--- config.mk ---
export PLATFORM = sky130hd
export DESIGN_NAME = hfc_counter
export DESIGN_NICKNAME = d
export VERILOG_FILES = /design/src/hdl/hfc_pkg.sv /design/src/hdl/hfc_counter.sv /design/src/hdl/hfc_gate_gen.sv
export SDC_FILE = /design/constraint.sdc
export NUM_CORES = 1
export LEC_CHECK = 0
export BUFFER_PORTS_ARGS = -buffer_cell sky130_fd_sc_hd__buf_2
export CAP_MARGIN = 20
export CORE_MARGIN = 10
export CORE_UTILIZATION = 47
export DETAILED_ROUTE_END_ITERATION = 6
export GPL_TIMING_DRIVEN = 0
export MAX_ROUTING_LAYER = met4
export PLACE_DENSITY_LB_ADDON = 0.15
export SLEW_MARGIN = 20
export SYNTH_ARGS = -nofsm -noshare
export SYNTH_HDL_FRONTEND = slang
export SYNTH_SLANG_ARGS = --single-unit
--- constraint.sdc ---
create_clock -name clk -period 4.8 [get_ports clk]
set_input_delay 0.48 -clock clk [delete_from_list [all_inputs] [get_ports clk]]
set_output_delay 0.48 -clock clk [all_outputs]
set_load 0.03 [all_outputs]
--- src/hdl/hfc_pkg.sv ---
// Package of constants and types for the gated pulse frequency counter.
`default_nettype none
package hfc_pkg;
	// Register byte offsets on the Avalon-MM slave.
	localparam logic [4:0] OFS_CTRL_ONE = 5'h00;
	localparam logic [4:0] OFS_CTRL_TWO = 5'h04;
	localparam logic [4:0] OFS_STATUS = 5'h08;
	localparam logic [4:0] OFS_RESULT = 5'h0C;
	localparam logic [4:0] OFS_PERIOD = 5'h10;
	// Field positions in timer_control_one.
	localparam int RUN_LSB = 0;
	localparam int CLEAR_BIT = 2;
	localparam int MODE_BIT = 3;
	localparam int SRC_LSB = 4;
	// Field positions in timer_control_two.
	localparam int GSRC_LSB = 0;
	localparam int GEDGE_BIT = 2;
	localparam int GCLK_LSB = 3;
	localparam int BOTH_BIT = 5;
	localparam int GOUT_BIT = 6;
	localparam int TAP_BIT = 7;
	// Field positions in timer_status and gate_period_reg.
	localparam int WCS_BIT = 7;
	localparam int OVF_BIT = 6;
	localparam int LOWSET_LSB = 0;
	localparam int HIGHSET_LSB = 4;
	// Run control codes.
	localparam logic [1:0] RUN_STOP = 2'h0;
	localparam logic [1:0] RUN_START = 2'h2;
	// Gate source codes.
	localparam logic [1:0] GSRC_PIN = 2'h0;
	localparam logic [1:0] GSRC_INTERNAL = 2'h1;
	localparam logic [1:0] GSRC_COMPANION = 2'h2;
	// Count source codes: external input or a prescaler tap.
	localparam logic [1:0] SRC_EXTERNAL = 2'h0;
	localparam logic [1:0] SRC_DIV8 = 2'h1;
	localparam logic [1:0] SRC_DIV128 = 2'h2;
	// Prescaler bits whose level forms the internal source clocks.
	localparam int DIV8_BIT = 2;
	localparam int DIV128_BIT = 6;
	localparam int DIV2K_BIT = 10;
	// Prescaler widths for gate ticks, fast and slow.
	localparam int PRE_W = 14;
	localparam int FAST_SH0 = 12;
	localparam int SLOW_W = 6;
	localparam int SLOW_SH0 = 4;
	// Counter geometry.
	localparam int CNT_W = 18;
	localparam logic [CNT_W-1:0] CNT_MAX = 18'h3_FFFF;
	localparam logic [CNT_W-1:0] CNT_ZERO = 18'h0_0000;
	// Internal gate period: (16 - setting) ticks.
	localparam logic [4:0] GATE_BASE = 5'h10;
	// Measurement modes.
	typedef enum logic {
		MODE_PULSE_WIDTH = 1'b0,
		MODE_FREQUENCY = 1'b1
	} hfc_mode_type;
	// Control fields gathered from the two control registers.
	typedef struct packed {
		logic [1:0] runControl;
		hfc_mode_type mode;
		logic [1:0] countSourceSelect;
		logic [1:0] gateSourceSelect;
		logic gateIrqEdgeSelect;
		logic [1:0] gateClockSelect;
		logic bothEdgeCountSelect;
		logic gateOutputDisable;
		logic prescalerTapSelect;
	} hfc_ctrl_type;
endpackage
`default_nettype wire

--- src/hdl/hfc_counter.sv ---
// Gated pulse frequency and pulse width counter with Avalon-MM registers.
// Function
// - Start while input high, both edges: interrupt.
// - Pulse width counts falls of input AND source.
// - Frequency mode counts input edges during gate high.
// - Gate source 00 selects the gate pin.
// - Gate interrupt on falling or both edges.
// - Uncleared counter resumes from its held value.
// - Window status flag shows the gate state.
// - Wrap to zero sets sticky overflow until clear.
// - Output disable only gates companion wave to pin.
// - Internal gate alternates high and low periods.
// - Each period lasts sixteen minus setting ticks.
// - First internal window may start one tick late.
// - Low setting written in low applies next low.
// - Both-edge count adds one at gate fall.
// - Single-edge counts falls of input AND gate.
// - Window status zero unless counting in high period.
// - Gate source 01 internal, 10 companion, 11 reserved.
//
// Chosen here: the register addresses and the Avalon-MM interface to the registers.
`default_nettype none
module hfc_counter
	import hfc_pkg::*;
(
	// Clock and reset.
	input wire logic clk,
	input wire logic reset_n,
	// Avalon-MM slave.
	input wire logic [4:0] address,
	input wire logic read,
	input wire logic write,
	input wire logic [3:0] byteenable,
	input wire logic [31:0] writedata,
	output logic [31:0] readdata,
	output logic waitrequest,
	// External signals.
	input wire logic measuredPulseInput,
	input wire logic gatePinInput,
	input wire logic companionWaveOutput,
	input wire logic slowClockTick,
	// Outputs.
	output logic gateOutputPin,
	output logic timerEventIrq
);
	// Control registers, status and counter.
	hfc_ctrl_type ctrl_q;
	logic [7:0] period_q;
	logic [CNT_W-1:0] count_q, count_d;
	logic overflow_q;
	logic ack_q;
	logic [31:0] readdata_q;
	// Synchronisers and edge history.
	logic [1:0] inSync_q, gateSync_q;
	logic inPrev_q, gatePrev_q, andPrev_q, wave_q;
	// Prescalers.
	logic [PRE_W-1:0] pre_q;
	logic [SLOW_W-1:0] slow_q;

	// Bus decode: one wait cycle, accepted when waitrequest is low.
	wire logic access = read || write;
	wire logic accept = access && ack_q;
	wire logic wrEn = write && accept && byteenable[0];
	wire logic wrCtrlOne = wrEn && (address == OFS_CTRL_ONE);
	wire logic wrCtrlTwo = wrEn && (address == OFS_CTRL_TWO);
	wire logic wrPeriod = wrEn && (address == OFS_PERIOD);
	wire logic [1:0] newRun = writedata[RUN_LSB+1:RUN_LSB];
	wire logic clearCmd = wrCtrlOne && writedata[CLEAR_BIT];
	assign waitrequest = access && !ack_q;
	assign readdata = readdata_q;

	// Decoded controls.
	wire logic running = (ctrl_q.runControl == RUN_START);
	wire logic freqMode = (ctrl_q.mode == MODE_FREQUENCY);
	wire logic pwMode = (ctrl_q.mode == MODE_PULSE_WIDTH);

	// Synchronised measured input and its edges.
	wire logic inLevel = inSync_q[1];
	wire logic inRise = inLevel && !inPrev_q;
	wire logic inFall = !inLevel && inPrev_q;

	// Gate ticks from the fast or slow prescaler.
	wire logic fastTick0 = &pre_q[FAST_SH0-1:0];
	wire logic fastTick1 = &pre_q[FAST_SH0:0];
	wire logic fastTick2 = &pre_q[FAST_SH0+1:0];
	wire logic slowTick0 = slowClockTick && (&slow_q[SLOW_SH0-1:0]);
	wire logic slowTick1 = slowClockTick && (&slow_q[SLOW_SH0:0]);
	wire logic slowTick2 = slowClockTick && (&slow_q[SLOW_SH0+1:0]);
	wire logic fastTick = (ctrl_q.gateClockSelect == 2'h0) ? fastTick0 :
		(ctrl_q.gateClockSelect == 2'h1) ? fastTick1 :
		(ctrl_q.gateClockSelect == 2'h2) ? fastTick2 : 1'b0;
	wire logic slowTick = (ctrl_q.gateClockSelect == 2'h0) ? slowTick0 :
		(ctrl_q.gateClockSelect == 2'h1) ? slowTick1 :
		(ctrl_q.gateClockSelect == 2'h2) ? slowTick2 : 1'b0;
	wire logic gateTick = ctrl_q.prescalerTapSelect ? slowTick : fastTick;

	// Internal gate generator runs only while it is the chosen source.
	wire logic internalGate;
	wire logic genEnable = running && freqMode &&
		(ctrl_q.gateSourceSelect == GSRC_INTERNAL);
	hfc_gate_gen gateGen (
		.clk(clk),
		.reset_n(reset_n),
		.enable(genEnable),
		.tick(gateTick),
		.highSetting(period_q[HIGHSET_LSB+3:HIGHSET_LSB]),
		.lowSetting(period_q[LOWSET_LSB+3:LOWSET_LSB]),
		.gateHigh(internalGate)
	);

	// Gate selection; the reserved code gives a gate that never opens.
	wire logic gateLevel =
		(ctrl_q.gateSourceSelect == GSRC_PIN) ? gateSync_q[1] :
		(ctrl_q.gateSourceSelect == GSRC_INTERNAL) ? internalGate :
		(ctrl_q.gateSourceSelect == GSRC_COMPANION) ? wave_q : 1'b0;
	wire logic gateRise = gateLevel && !gatePrev_q;
	wire logic gateFall = !gateLevel && gatePrev_q;

	// Source clock level for pulse width mode.
	wire logic srcLevel = (ctrl_q.countSourceSelect == SRC_DIV8) ?
		pre_q[DIV8_BIT] : (ctrl_q.countSourceSelect == SRC_DIV128) ?
		pre_q[DIV128_BIT] : pre_q[DIV2K_BIT];

	// AND term whose falling edge is counted in either mode.
	wire logic andLevel = freqMode ? (inLevel && gateLevel) :
		(inLevel && srcLevel);
	wire logic andFall = andPrev_q && !andLevel;

	// Count events.
	wire logic pwCount = running && pwMode &&
		(ctrl_q.countSourceSelect != SRC_EXTERNAL) && andFall;
	wire logic extSel = (ctrl_q.countSourceSelect == SRC_EXTERNAL);
	wire logic bothCount = ctrl_q.bothEdgeCountSelect &&
		((gateLevel && (inRise || inFall)) || gateFall);
	wire logic singleCount = !ctrl_q.bothEdgeCountSelect && andFall;
	wire logic fqCount = running && freqMode && extSel &&
		(bothCount || singleCount);
	wire logic countEvent = pwCount || fqCount;
	wire logic wrap = countEvent && (count_q == CNT_MAX);

	// Interrupt events.
	wire logic pwIrq = running && pwMode &&
		(inFall || (inRise && ctrl_q.gateIrqEdgeSelect));
	wire logic startIrq = wrCtrlOne && pwMode && !running && inLevel &&
		(newRun == RUN_START) && ctrl_q.gateIrqEdgeSelect;
	wire logic stopIrq = wrCtrlOne && pwMode && running && inLevel &&
		(newRun == RUN_STOP);
	wire logic fqIrq = running && freqMode && (gateFall ||
		(gateRise && ctrl_q.gateIrqEdgeSelect));

	// Counter next value: a clear wins, otherwise the held value grows.
	always_comb begin
		count_d = count_q;
		if (clearCmd) begin
			count_d = CNT_ZERO;
		end else if (countEvent) begin
			count_d = count_q + 18'h0_0001;
		end
	end

	// Status read image.
	wire logic windowCount = running && freqMode && gateLevel;
	wire logic [31:0] statusWord = ({31'h0, windowCount} << WCS_BIT) |
		({31'h0, overflow_q} << OVF_BIT);

	// Read multiplexer; unmapped addresses read as zero.
	logic [31:0] readMux;
	always_comb begin
		readMux = 32'h0000_0000;
		unique case (address)
			OFS_CTRL_ONE: begin
				readMux = ({30'h0, ctrl_q.runControl} << RUN_LSB) |
					({31'h0, ctrl_q.mode} << MODE_BIT) |
					({30'h0, ctrl_q.countSourceSelect} << SRC_LSB);
			end
			OFS_CTRL_TWO: begin
				readMux = ({30'h0, ctrl_q.gateSourceSelect} << GSRC_LSB) |
					({31'h0, ctrl_q.gateIrqEdgeSelect} << GEDGE_BIT) |
					({30'h0, ctrl_q.gateClockSelect} << GCLK_LSB) |
					({31'h0, ctrl_q.bothEdgeCountSelect} << BOTH_BIT) |
					({31'h0, ctrl_q.gateOutputDisable} << GOUT_BIT) |
					({31'h0, ctrl_q.prescalerTapSelect} << TAP_BIT);
			end
			OFS_STATUS: begin
				readMux = statusWord;
			end
			OFS_RESULT: begin
				readMux = {14'h0000, count_q};
			end
			OFS_PERIOD: begin
				readMux = {24'h00_0000, period_q};
			end
			default: begin
				readMux = 32'h0000_0000;
			end
		endcase
	end

	// Bus handshake and read data register.
	always_ff @(posedge clk) begin
		if (!reset_n) begin
			ack_q <= 1'b0;
			readdata_q <= 32'h0000_0000;
		end else begin
			ack_q <= access && !ack_q;
			readdata_q <= (read && !ack_q) ? readMux : readdata_q;
		end
	end

	// Control registers, written on the accepting edge only.
	always_ff @(posedge clk) begin
		if (!reset_n) begin
			ctrl_q <= '0;
			period_q <= 8'h00;
		end else begin
			if (wrCtrlOne) begin
				ctrl_q.runControl <= newRun;
				ctrl_q.mode <= hfc_mode_type'(writedata[MODE_BIT]);
				ctrl_q.countSourceSelect <= writedata[SRC_LSB+1:SRC_LSB];
			end
			if (wrCtrlTwo) begin
				ctrl_q.gateSourceSelect <= writedata[GSRC_LSB+1:GSRC_LSB];
				ctrl_q.gateIrqEdgeSelect <= writedata[GEDGE_BIT];
				ctrl_q.gateClockSelect <= writedata[GCLK_LSB+1:GCLK_LSB];
				ctrl_q.bothEdgeCountSelect <= writedata[BOTH_BIT];
				ctrl_q.gateOutputDisable <= writedata[GOUT_BIT];
				ctrl_q.prescalerTapSelect <= writedata[TAP_BIT];
			end
			if (wrPeriod) begin
				period_q <= writedata[7:0];
			end
		end
	end

	// Counter and sticky overflow; a wrap in the clear cycle still sets it.
	always_ff @(posedge clk) begin
		if (!reset_n) begin
			count_q <= CNT_ZERO;
			overflow_q <= 1'b0;
		end else begin
			count_q <= count_d;
			overflow_q <= wrap || (overflow_q && !clearCmd);
		end
	end

	// Two-flop synchronisers; only the second stage is looked at.
	always_ff @(posedge clk) begin
		if (!reset_n) begin
			inSync_q <= 2'b00;
			gateSync_q <= 2'b00;
		end else begin
			inSync_q <= {inSync_q[0], measuredPulseInput};
			gateSync_q <= {gateSync_q[0], gatePinInput};
		end
	end

	// Edge history, prescalers and registered outputs.
	always_ff @(posedge clk) begin
		if (!reset_n) begin
			inPrev_q <= 1'b0;
			gatePrev_q <= 1'b0;
			andPrev_q <= 1'b0;
			wave_q <= 1'b0;
			pre_q <= '0;
			slow_q <= '0;
			gateOutputPin <= 1'b0;
			timerEventIrq <= 1'b0;
		end else begin
			inPrev_q <= inLevel;
			gatePrev_q <= gateLevel;
			andPrev_q <= andLevel;
			wave_q <= companionWaveOutput;
			pre_q <= pre_q + 14'h0001;
			slow_q <= slowClockTick ? slow_q + 6'h01 : slow_q;
			// The companion wave is only masked, never stopped here.
			gateOutputPin <= companionWaveOutput &&
				!ctrl_q.gateOutputDisable;
			timerEventIrq <= pwIrq || startIrq || stopIrq || fqIrq;
		end
	end
endmodule
`default_nettype wire

--- src/hdl/hfc_gate_gen.sv ---
// Internal window gate generator with separate high and low periods.
`default_nettype none
module hfc_gate_gen
	import hfc_pkg::*;
(
	// Clock and reset.
	input wire logic clk,
	input wire logic reset_n,
	// Control.
	input wire logic enable,
	input wire logic tick,
	input wire logic [3:0] highSetting,
	input wire logic [3:0] lowSetting,
	// Gate level.
	output logic gateHigh
);
	typedef enum logic [1:0] {
		GG_IDLE = 2'b00,
		GG_HIGH = 2'b01,
		GG_LOW = 2'b10
	} hfc_gg_state_type;

	// Phase state and remaining ticks in the phase.
	hfc_gg_state_type state_q, state_d;
	logic [4:0] left_q, left_d;
	wire logic lastTick = tick && (left_q == 5'h01);

	// The first window waits for a tick, so it may start one tick late.
	always_comb begin
		state_d = state_q;
		left_d = left_q;
		unique case (state_q)
			GG_IDLE: begin
				if (enable && tick) begin
					state_d = GG_HIGH;
					left_d = GATE_BASE - {1'b0, highSetting};
				end
			end
			GG_HIGH: begin
				if (!enable) begin
					state_d = GG_IDLE;
				end else if (lastTick) begin
					// Low length is sampled as the low phase starts.
					state_d = GG_LOW;
					left_d = GATE_BASE - {1'b0, lowSetting};
				end else if (tick) begin
					left_d = left_q - 5'h01;
				end
			end
			GG_LOW: begin
				if (!enable) begin
					state_d = GG_IDLE;
				end else if (lastTick) begin
					state_d = GG_HIGH;
					left_d = GATE_BASE - {1'b0, highSetting};
				end else if (tick) begin
					left_d = left_q - 5'h01;
				end
			end
			default: begin
				state_d = GG_IDLE;
			end
		endcase
	end

	// State registers.
	always_ff @(posedge clk) begin
		if (!reset_n) begin
			state_q <= GG_IDLE;
			left_q <= 5'h00;
		end else begin
			state_q <= state_d;
			left_q <= left_d;
		end
	end

	assign gateHigh = (state_q == GG_HIGH);
endmodule
`default_nettype wire

==> flow_metrics.tcl, run 1 <==
set metrics [dict create \
    period_share 0.560 \
    outcome "finished, final reports clean" \
    total_power_mw 1.42 \
    utilization 0.543 \
    drv_cap 0 \
    yosysTopAreaCell "dfxtp_1" \
    r2r-start "gateGen.state_q[1]" \
    fp.dieW_um 123 \
    dp_hpwl_mm 9.75 \
    worst_pin_slew_ps 929 \
    syn2layout_area_growth_pct 12.1 \
    grt_max_degree 16 \
    htreeDepth 3 \
    vias_per_cell 5.55 \
    synth_commonest_cells "96 x dfxtp_1, 41 x nor2b_1, 39 x nand2_1" \
    synth_most_common_cell "dfxtp_1" \
    dp.cells 751 \
    coreArea_mm2 0.0103 \
    highest_layer "met4" \
    drt_first_pass_iters 5 \
    drive_gt1_frac 0.133 \
    setup_ws_ps 2110 \
    drc 0 \
    max_slew_margin 0.377 \
    cts_tree "done" \
    final_cells 766 \
    syn-cell-area_mm2 0.00500 \
    place.gp.congestion 0.875 \
    cts_made_buffers 9 \
    worstSetupStartpointType "flop" \
    end_kind "flop" \
    finalWirelength_mm 12.9 \
    async_reset_ff_frac 0 \
    r2r_cells 11 \
    rr_endpoint "count_q[1]" \
    crit_fanout 10 \
    setup-tns-final_ps 0 \
    wl_met2_mm 6.08 \
    synth_top_family_by_area "simple AND/OR/NAND/NOR gates" \
    synth_edf_count 0 \
    hp-start "measuredPulseInput" \
    place_area_mm2 0.00542 \
    drt-met1-wl_mm 5.95 \
    antennaDiodeCount 0 \
    hold_path_class "in -> reg" \
    wl_per_cell_um 16.8 \
    holdPathEnd "inSync_q[0]" \
    synth_area_leaders "dfxtp_1 38%, mux2i_1 7.4%, nor2b_1 5.1%" \
    synth_compound_area_frac 0.163 \
    rsz0062_at_grt "false" \
    clk_path_buf_depth 2 \
    post_cts_resized 0 \
    drv_slew 0 \
    die_y_um 123 \
    cts.sinks 96 \
    initial_core_util 0.484 \
    via_count 4251 \
    regToRegSetupSlack_ps 2110 \
    critPathArrivalTime_ps 2930 \
    portBuffers 40 \
    fmaxAchievable_ghz 0.372 \
    peakVddDrop_mv 0.147 \
    grt_pass1_vias 3949 \
    finalSetupViolations 0 \
    finalNetCount 689 \
    whs_ps 327 \
    dominantRegCellSynth "dfxtp_1" \
    p_leak_nw 2.02 \
    grt_pass1_wl_mm 20.4 \
    dpl_worst_slack_ps 1960 \
    synth_xor_area_frac 0.0333 \
    design.die.area_mm2 0.0152 \
    drt_iter0_drc 334 \
    syn_inst 562 \
    clock_skew_ps 11.9 \
    period_needed_ps 2690 \
    synthAdderAreaFrac 0.0351 \
    ys_warn_count 0 \
    finalHoldViolCount 0 \
    synth-simple-area-share 0.248 \
    synthMuxAreaShare 0.0764 \
    final_area_mm2 0.00560 \
    io_pins 84 \
    post_cts_buffers 0 \
    min_path_cells 2 \
    yosys_register_bits 96 \
    placementRows 37 \
    powerDensity_mw_per_mm2 254 \
    cts-root-buf "clkbuf_8" \
    avgSynthCellArea_um2 8.89 \
    critPathRequiredTime_ps 5050 \
    ys_types 63 \
    synth_top_area_frac 0.385 \
    grtUsageTotal 0.175 \
    detail-route-antenna-nets 0 \
    route.met3.wl_um 586 \
    grt_overflow 0 \
    crit_type "reg -> reg" \
    antenna_found_initial 0 \
    clk_pin_slew_ps 90 \
    clk_latency_ps 360 \
    synth-seq-area-share 0.385 \
    cts_hold_buf 0 \
]
## state kept, by name, summed over array words and instances (netlist names), 2 cells and up
name / count
inSync_q: 2
slow_q: 6
gateSync_q: 2
readdata: 18
ctrl_q: 12
gateGen.left_q: 5
pre_q: 14
gateGen.state_q: 2
period_q: 8
count_q: 18
## final cells by class
cell class	instances	area, µm²
buffer	43	225
timing repair buffer	40	200
multi-input combinational	418	2830
sequential	96	1920
clock inverter	5	58.8
tap	136	170
inverter	18	67.6
fill	977	4720
clock buffer	10	128
## worst max path at each step
stage                  startpoint                end  slack, ps  depth (start not counted)
3_3_place_gp           address[1]        count_q[15]       2030                          8
5_1_grt        gateGen.state_q[1]         count_q[1]       1720                         11
2_1_floorplan   gateGen.left_q[0]  gateGen.left_q[1]       2530                          8
6_report       gateGen.state_q[1]         count_q[1]       2110                         11
3_5_place_dp           address[1]        count_q[11]       1960                          8
4_1_cts        gateGen.state_q[1]         count_q[1]       2080                         11
## kinds of logic after synthesis
group / count (synthesis)
simple gates: 215
other cells: 1
buf+inv: 61
mux: 38
flops: 96
xor+xnor: 19
compound gates: 118
fa+ha+maj: 14
## where the power goes
part / switching (mW) / leakage [nW] / internal [mW]
Combinational: 0.0597 / 1.16 / 0.0333
Sequential: 0.00611 / 0.776 / 0.803
Clock: 0.280 / 0.0883 / 0.238
Total: 0.346 / 2.02 / 1.08
## metal layers
layer	vias to the layer above	GRT usage
li1	2112	-
met1	2016	0.219
met2	102	0.279
met3	21	0.0324
met4	0	0.0597
met5	-	-
## cells in the final DEF (no fill, tap or decap), types with 4 or more instances in the layout
cell type  Yosys  routed
dfxtp_1       96      96
buf_2          6      46
nor2b_1       41      41
nand2_1       39      39
mux2i_1       37      37
and2_1        31      31
a21oi_1       24      24
clkbuf_1      22      23
inv_1         18      18
nand3_1       18      18
nor2_1        17      17
xnor2_1       16      16
o21ai_0       15      15
buf_4         15      15
ha_1          14      14
conb_1         1      14
a22oi_1       12      12
or4_1         12      12
nand4_1       11      11
o31ai_1       11      11
o21ai_1       10      10
or3_1          9       9
clkbuf_8       0       9
nor3_1         6       6
nand2b_1       6       6
and3_1         5       5
a221oi_1       5       5
a21boi_1       5       5
a31oi_1        5       5
o21a_1         5       5
and4_1         4       4
nor3b_1        4       4
## worst max-delay path, stage by stage, from the launching register on
cell and delay [ps]:
dfxtp_1 350, inv_1 80, ha_1 130, buf_2 190, mux2i_1 90, o21ai_1 420
mux2i_1 210, o221ai_2 360, buf_2 280, buf_4 210, mux2i_1 190, nor2_1 50
Note: power is estimated with default switching activity, not from simulation.
==> run 2, diff against run 1 <==
==> constraint.sdc (replaced) <==
create_clock -name clk -period 2.19 [get_ports clk]
set_input_delay 0.219 -clock clk [delete_from_list [all_inputs] [get_ports clk]]
set_output_delay 0.219 -clock clk [all_outputs]
set_load 0.03 [all_outputs]
==> run 2 against run 1 <==
- the run now ends with setup timing left
- first-iteration DRC count is 5.4% lower
- flip-flop and latch count unchanged
- global-route usage increased by 0.78 points
- critical endpoint is now count_q[14]
- highest routed layer unchanged
==> flow_metrics.tcl, run 2 (synthesized netlist as in run 1, its figures left out) <==
set metrics [dict create \
    outcome "finished, violations left" \
    violations "setup timing" \
    grt_overflow 0 \
    syn2layout_area_growth_pct 20.9 \
    fmaxAchievable_ghz 0.440 \
    peakVddDrop_mv 0.291 \
    period_needed_ps 2270 \
    antenna_found_initial 0 \
    dpl_worst_slack_ps -381 \
    dp.cells 751 \
    drc 0 \
    io_pins 84 \
    finalWirelength_mm 13.4 \
    crit_type "reg -> reg" \
    worst_pin_slew_ps 909 \
    vias_per_cell 5.55 \
    grtUsageTotal 0.183 \
    design.die.area_mm2 0.0152 \
    cts-root-buf "clkbuf_8" \
    final_cells 787 \
    rsz0062_at_grt "true" \
    cts.sinks 96 \
    critPathRequiredTime_ps 2510 \
    htreeDepth 3 \
    powerDensity_mw_per_mm2 549 \
    drt_first_pass_iters 5 \
    finalNetCount 709 \
    placementRows 37 \
    grt_max_degree 18 \
    grt_pass1_wl_mm 21.6 \
    initial_core_util 0.484 \
    setup_ws_ps -83.3 \
    hold_path_class "in -> reg" \
    die_y_um 123 \
    clk_latency_ps 380 \
    antennaDiodeCount 0 \
    drv_cap 0 \
    critPathArrivalTime_ps 2590 \
    r2r-start "gateGen.state_q[1]" \
    drv_slew 0 \
    clk_path_buf_depth 2 \
    max_slew_margin 0.391 \
    layout_common_cells "87 x dfxtp_1, 41 x nor2b_1, 41 x buf_2" \
    dp_hpwl_mm 9.77 \
    layout_commonest_cell "dfxtp_1" \
    drive_gt1_frac 0.221 \
    cts_tree "done" \
    finalHoldViolCount 0 \
    fp.dieW_um 123 \
    worstSetupStartpointType "flop" \
    wl_per_cell_um 17.1 \
    detail-route-antenna-nets 0 \
    clk_pin_slew_ps 100 \
    setup-tns-final_ps -626 \
    drt_iter0_drc 316 \
    via_count 4366 \
    p_leak_nw 2.19 \
    grt_pass1_vias 4210 \
    hp-start "measuredPulseInput" \
    end_kind "flop" \
    cts_made_buffers 9 \
    coreArea_mm2 0.0103 \
    place.gp.congestion 0.923 \
    clock_skew_ps 15.7 \
    cp-startpoint "gateGen.state_q[1]" \
    finalSetupViolations 14 \
    portBuffers 40 \
    crit_fanout 6 \
    period_share 1.04 \
]
==> run 2: cell types whose count changed in the layout (fill, tap and decap cells not counted), sizes merged <==
cell      delta
inv          +2
buf         +22
bufinv       +1
clkinv       -2
clkbuf       -3
clkinvlp     +1
==> run 2: repair_timing <==
| action | in CTS | in global routing |
|---|---|---|
| setup endpoints to repair | 25 | 36 |
| resized for setup | 37 | 22 |
| cloned | 1 | 0 |
| setup buffers | 22 | 1 |
| hold buffers | 0 | 0 |
| endpoints found under the hold margin | 0 | 0 |
| pin swaps | 25 | 17 |
==> run 2: report_power, final <==
part	switching, mW	internal [mW]
clock network	0.665	0.654
logic	0.138	0.0855
registers	0.0159	1.76
==> run 2: area by class of cell <==
class | count | area, µm²
plain buffers | 39 | 238
clock buffers | 9 | 124
clock inverters | 7 | 103
fillers | 935 | 4280
inverters | 18 | 67.6
multi-input cells | 418 | 3010
flip-flops and latches | 96 | 1940
well taps | 136 | 170
repair buffers | 64 | 384
==> run 2: final timing paths <==
check                                endpoint  slack (ps)  cells after the start
worst max-delay path              count_q[14]         -80                      9
worst min-delay path              inSync_q[0]          30                      2
worst max register to register    count_q[14]         -80                      9
worst min register to register  gateSync_q[1]         450                      1
==> run 2: metal layers <==
metal	vias to the layer above	track usage	wire length [µm]
met4	0	0.0786	357
met5	-	-	0
met3	25	0.0305	677
met2	105	0.284	6450
met1	2081	0.231	5950
li1	2155	-	-
==> run 2: critical path, stage by stage (launching register included) <==
cell,delay [ps]
dfxtp_2,340
inv_2,70
ha_4,150
mux2i_4,70
o21ai_4,250
mux2i_4,310
o221ai_4,170
buf_6,170
or4_1,500
a21oi_2,150
==> run 2: per-stage QoR <==
step	hold slack (ps)	instance area (µm²)	total power [mW]	utilization
detailed placement	427	5440	2.02	0.527
global route	34.4	6040	3.43	0.585
global placement	419	5440	2.01	0.527
floorplan	346	5070	1.95	-
finish	32.8	6040	3.32	0.585
CTS	27.2	5940	3.33	0.576
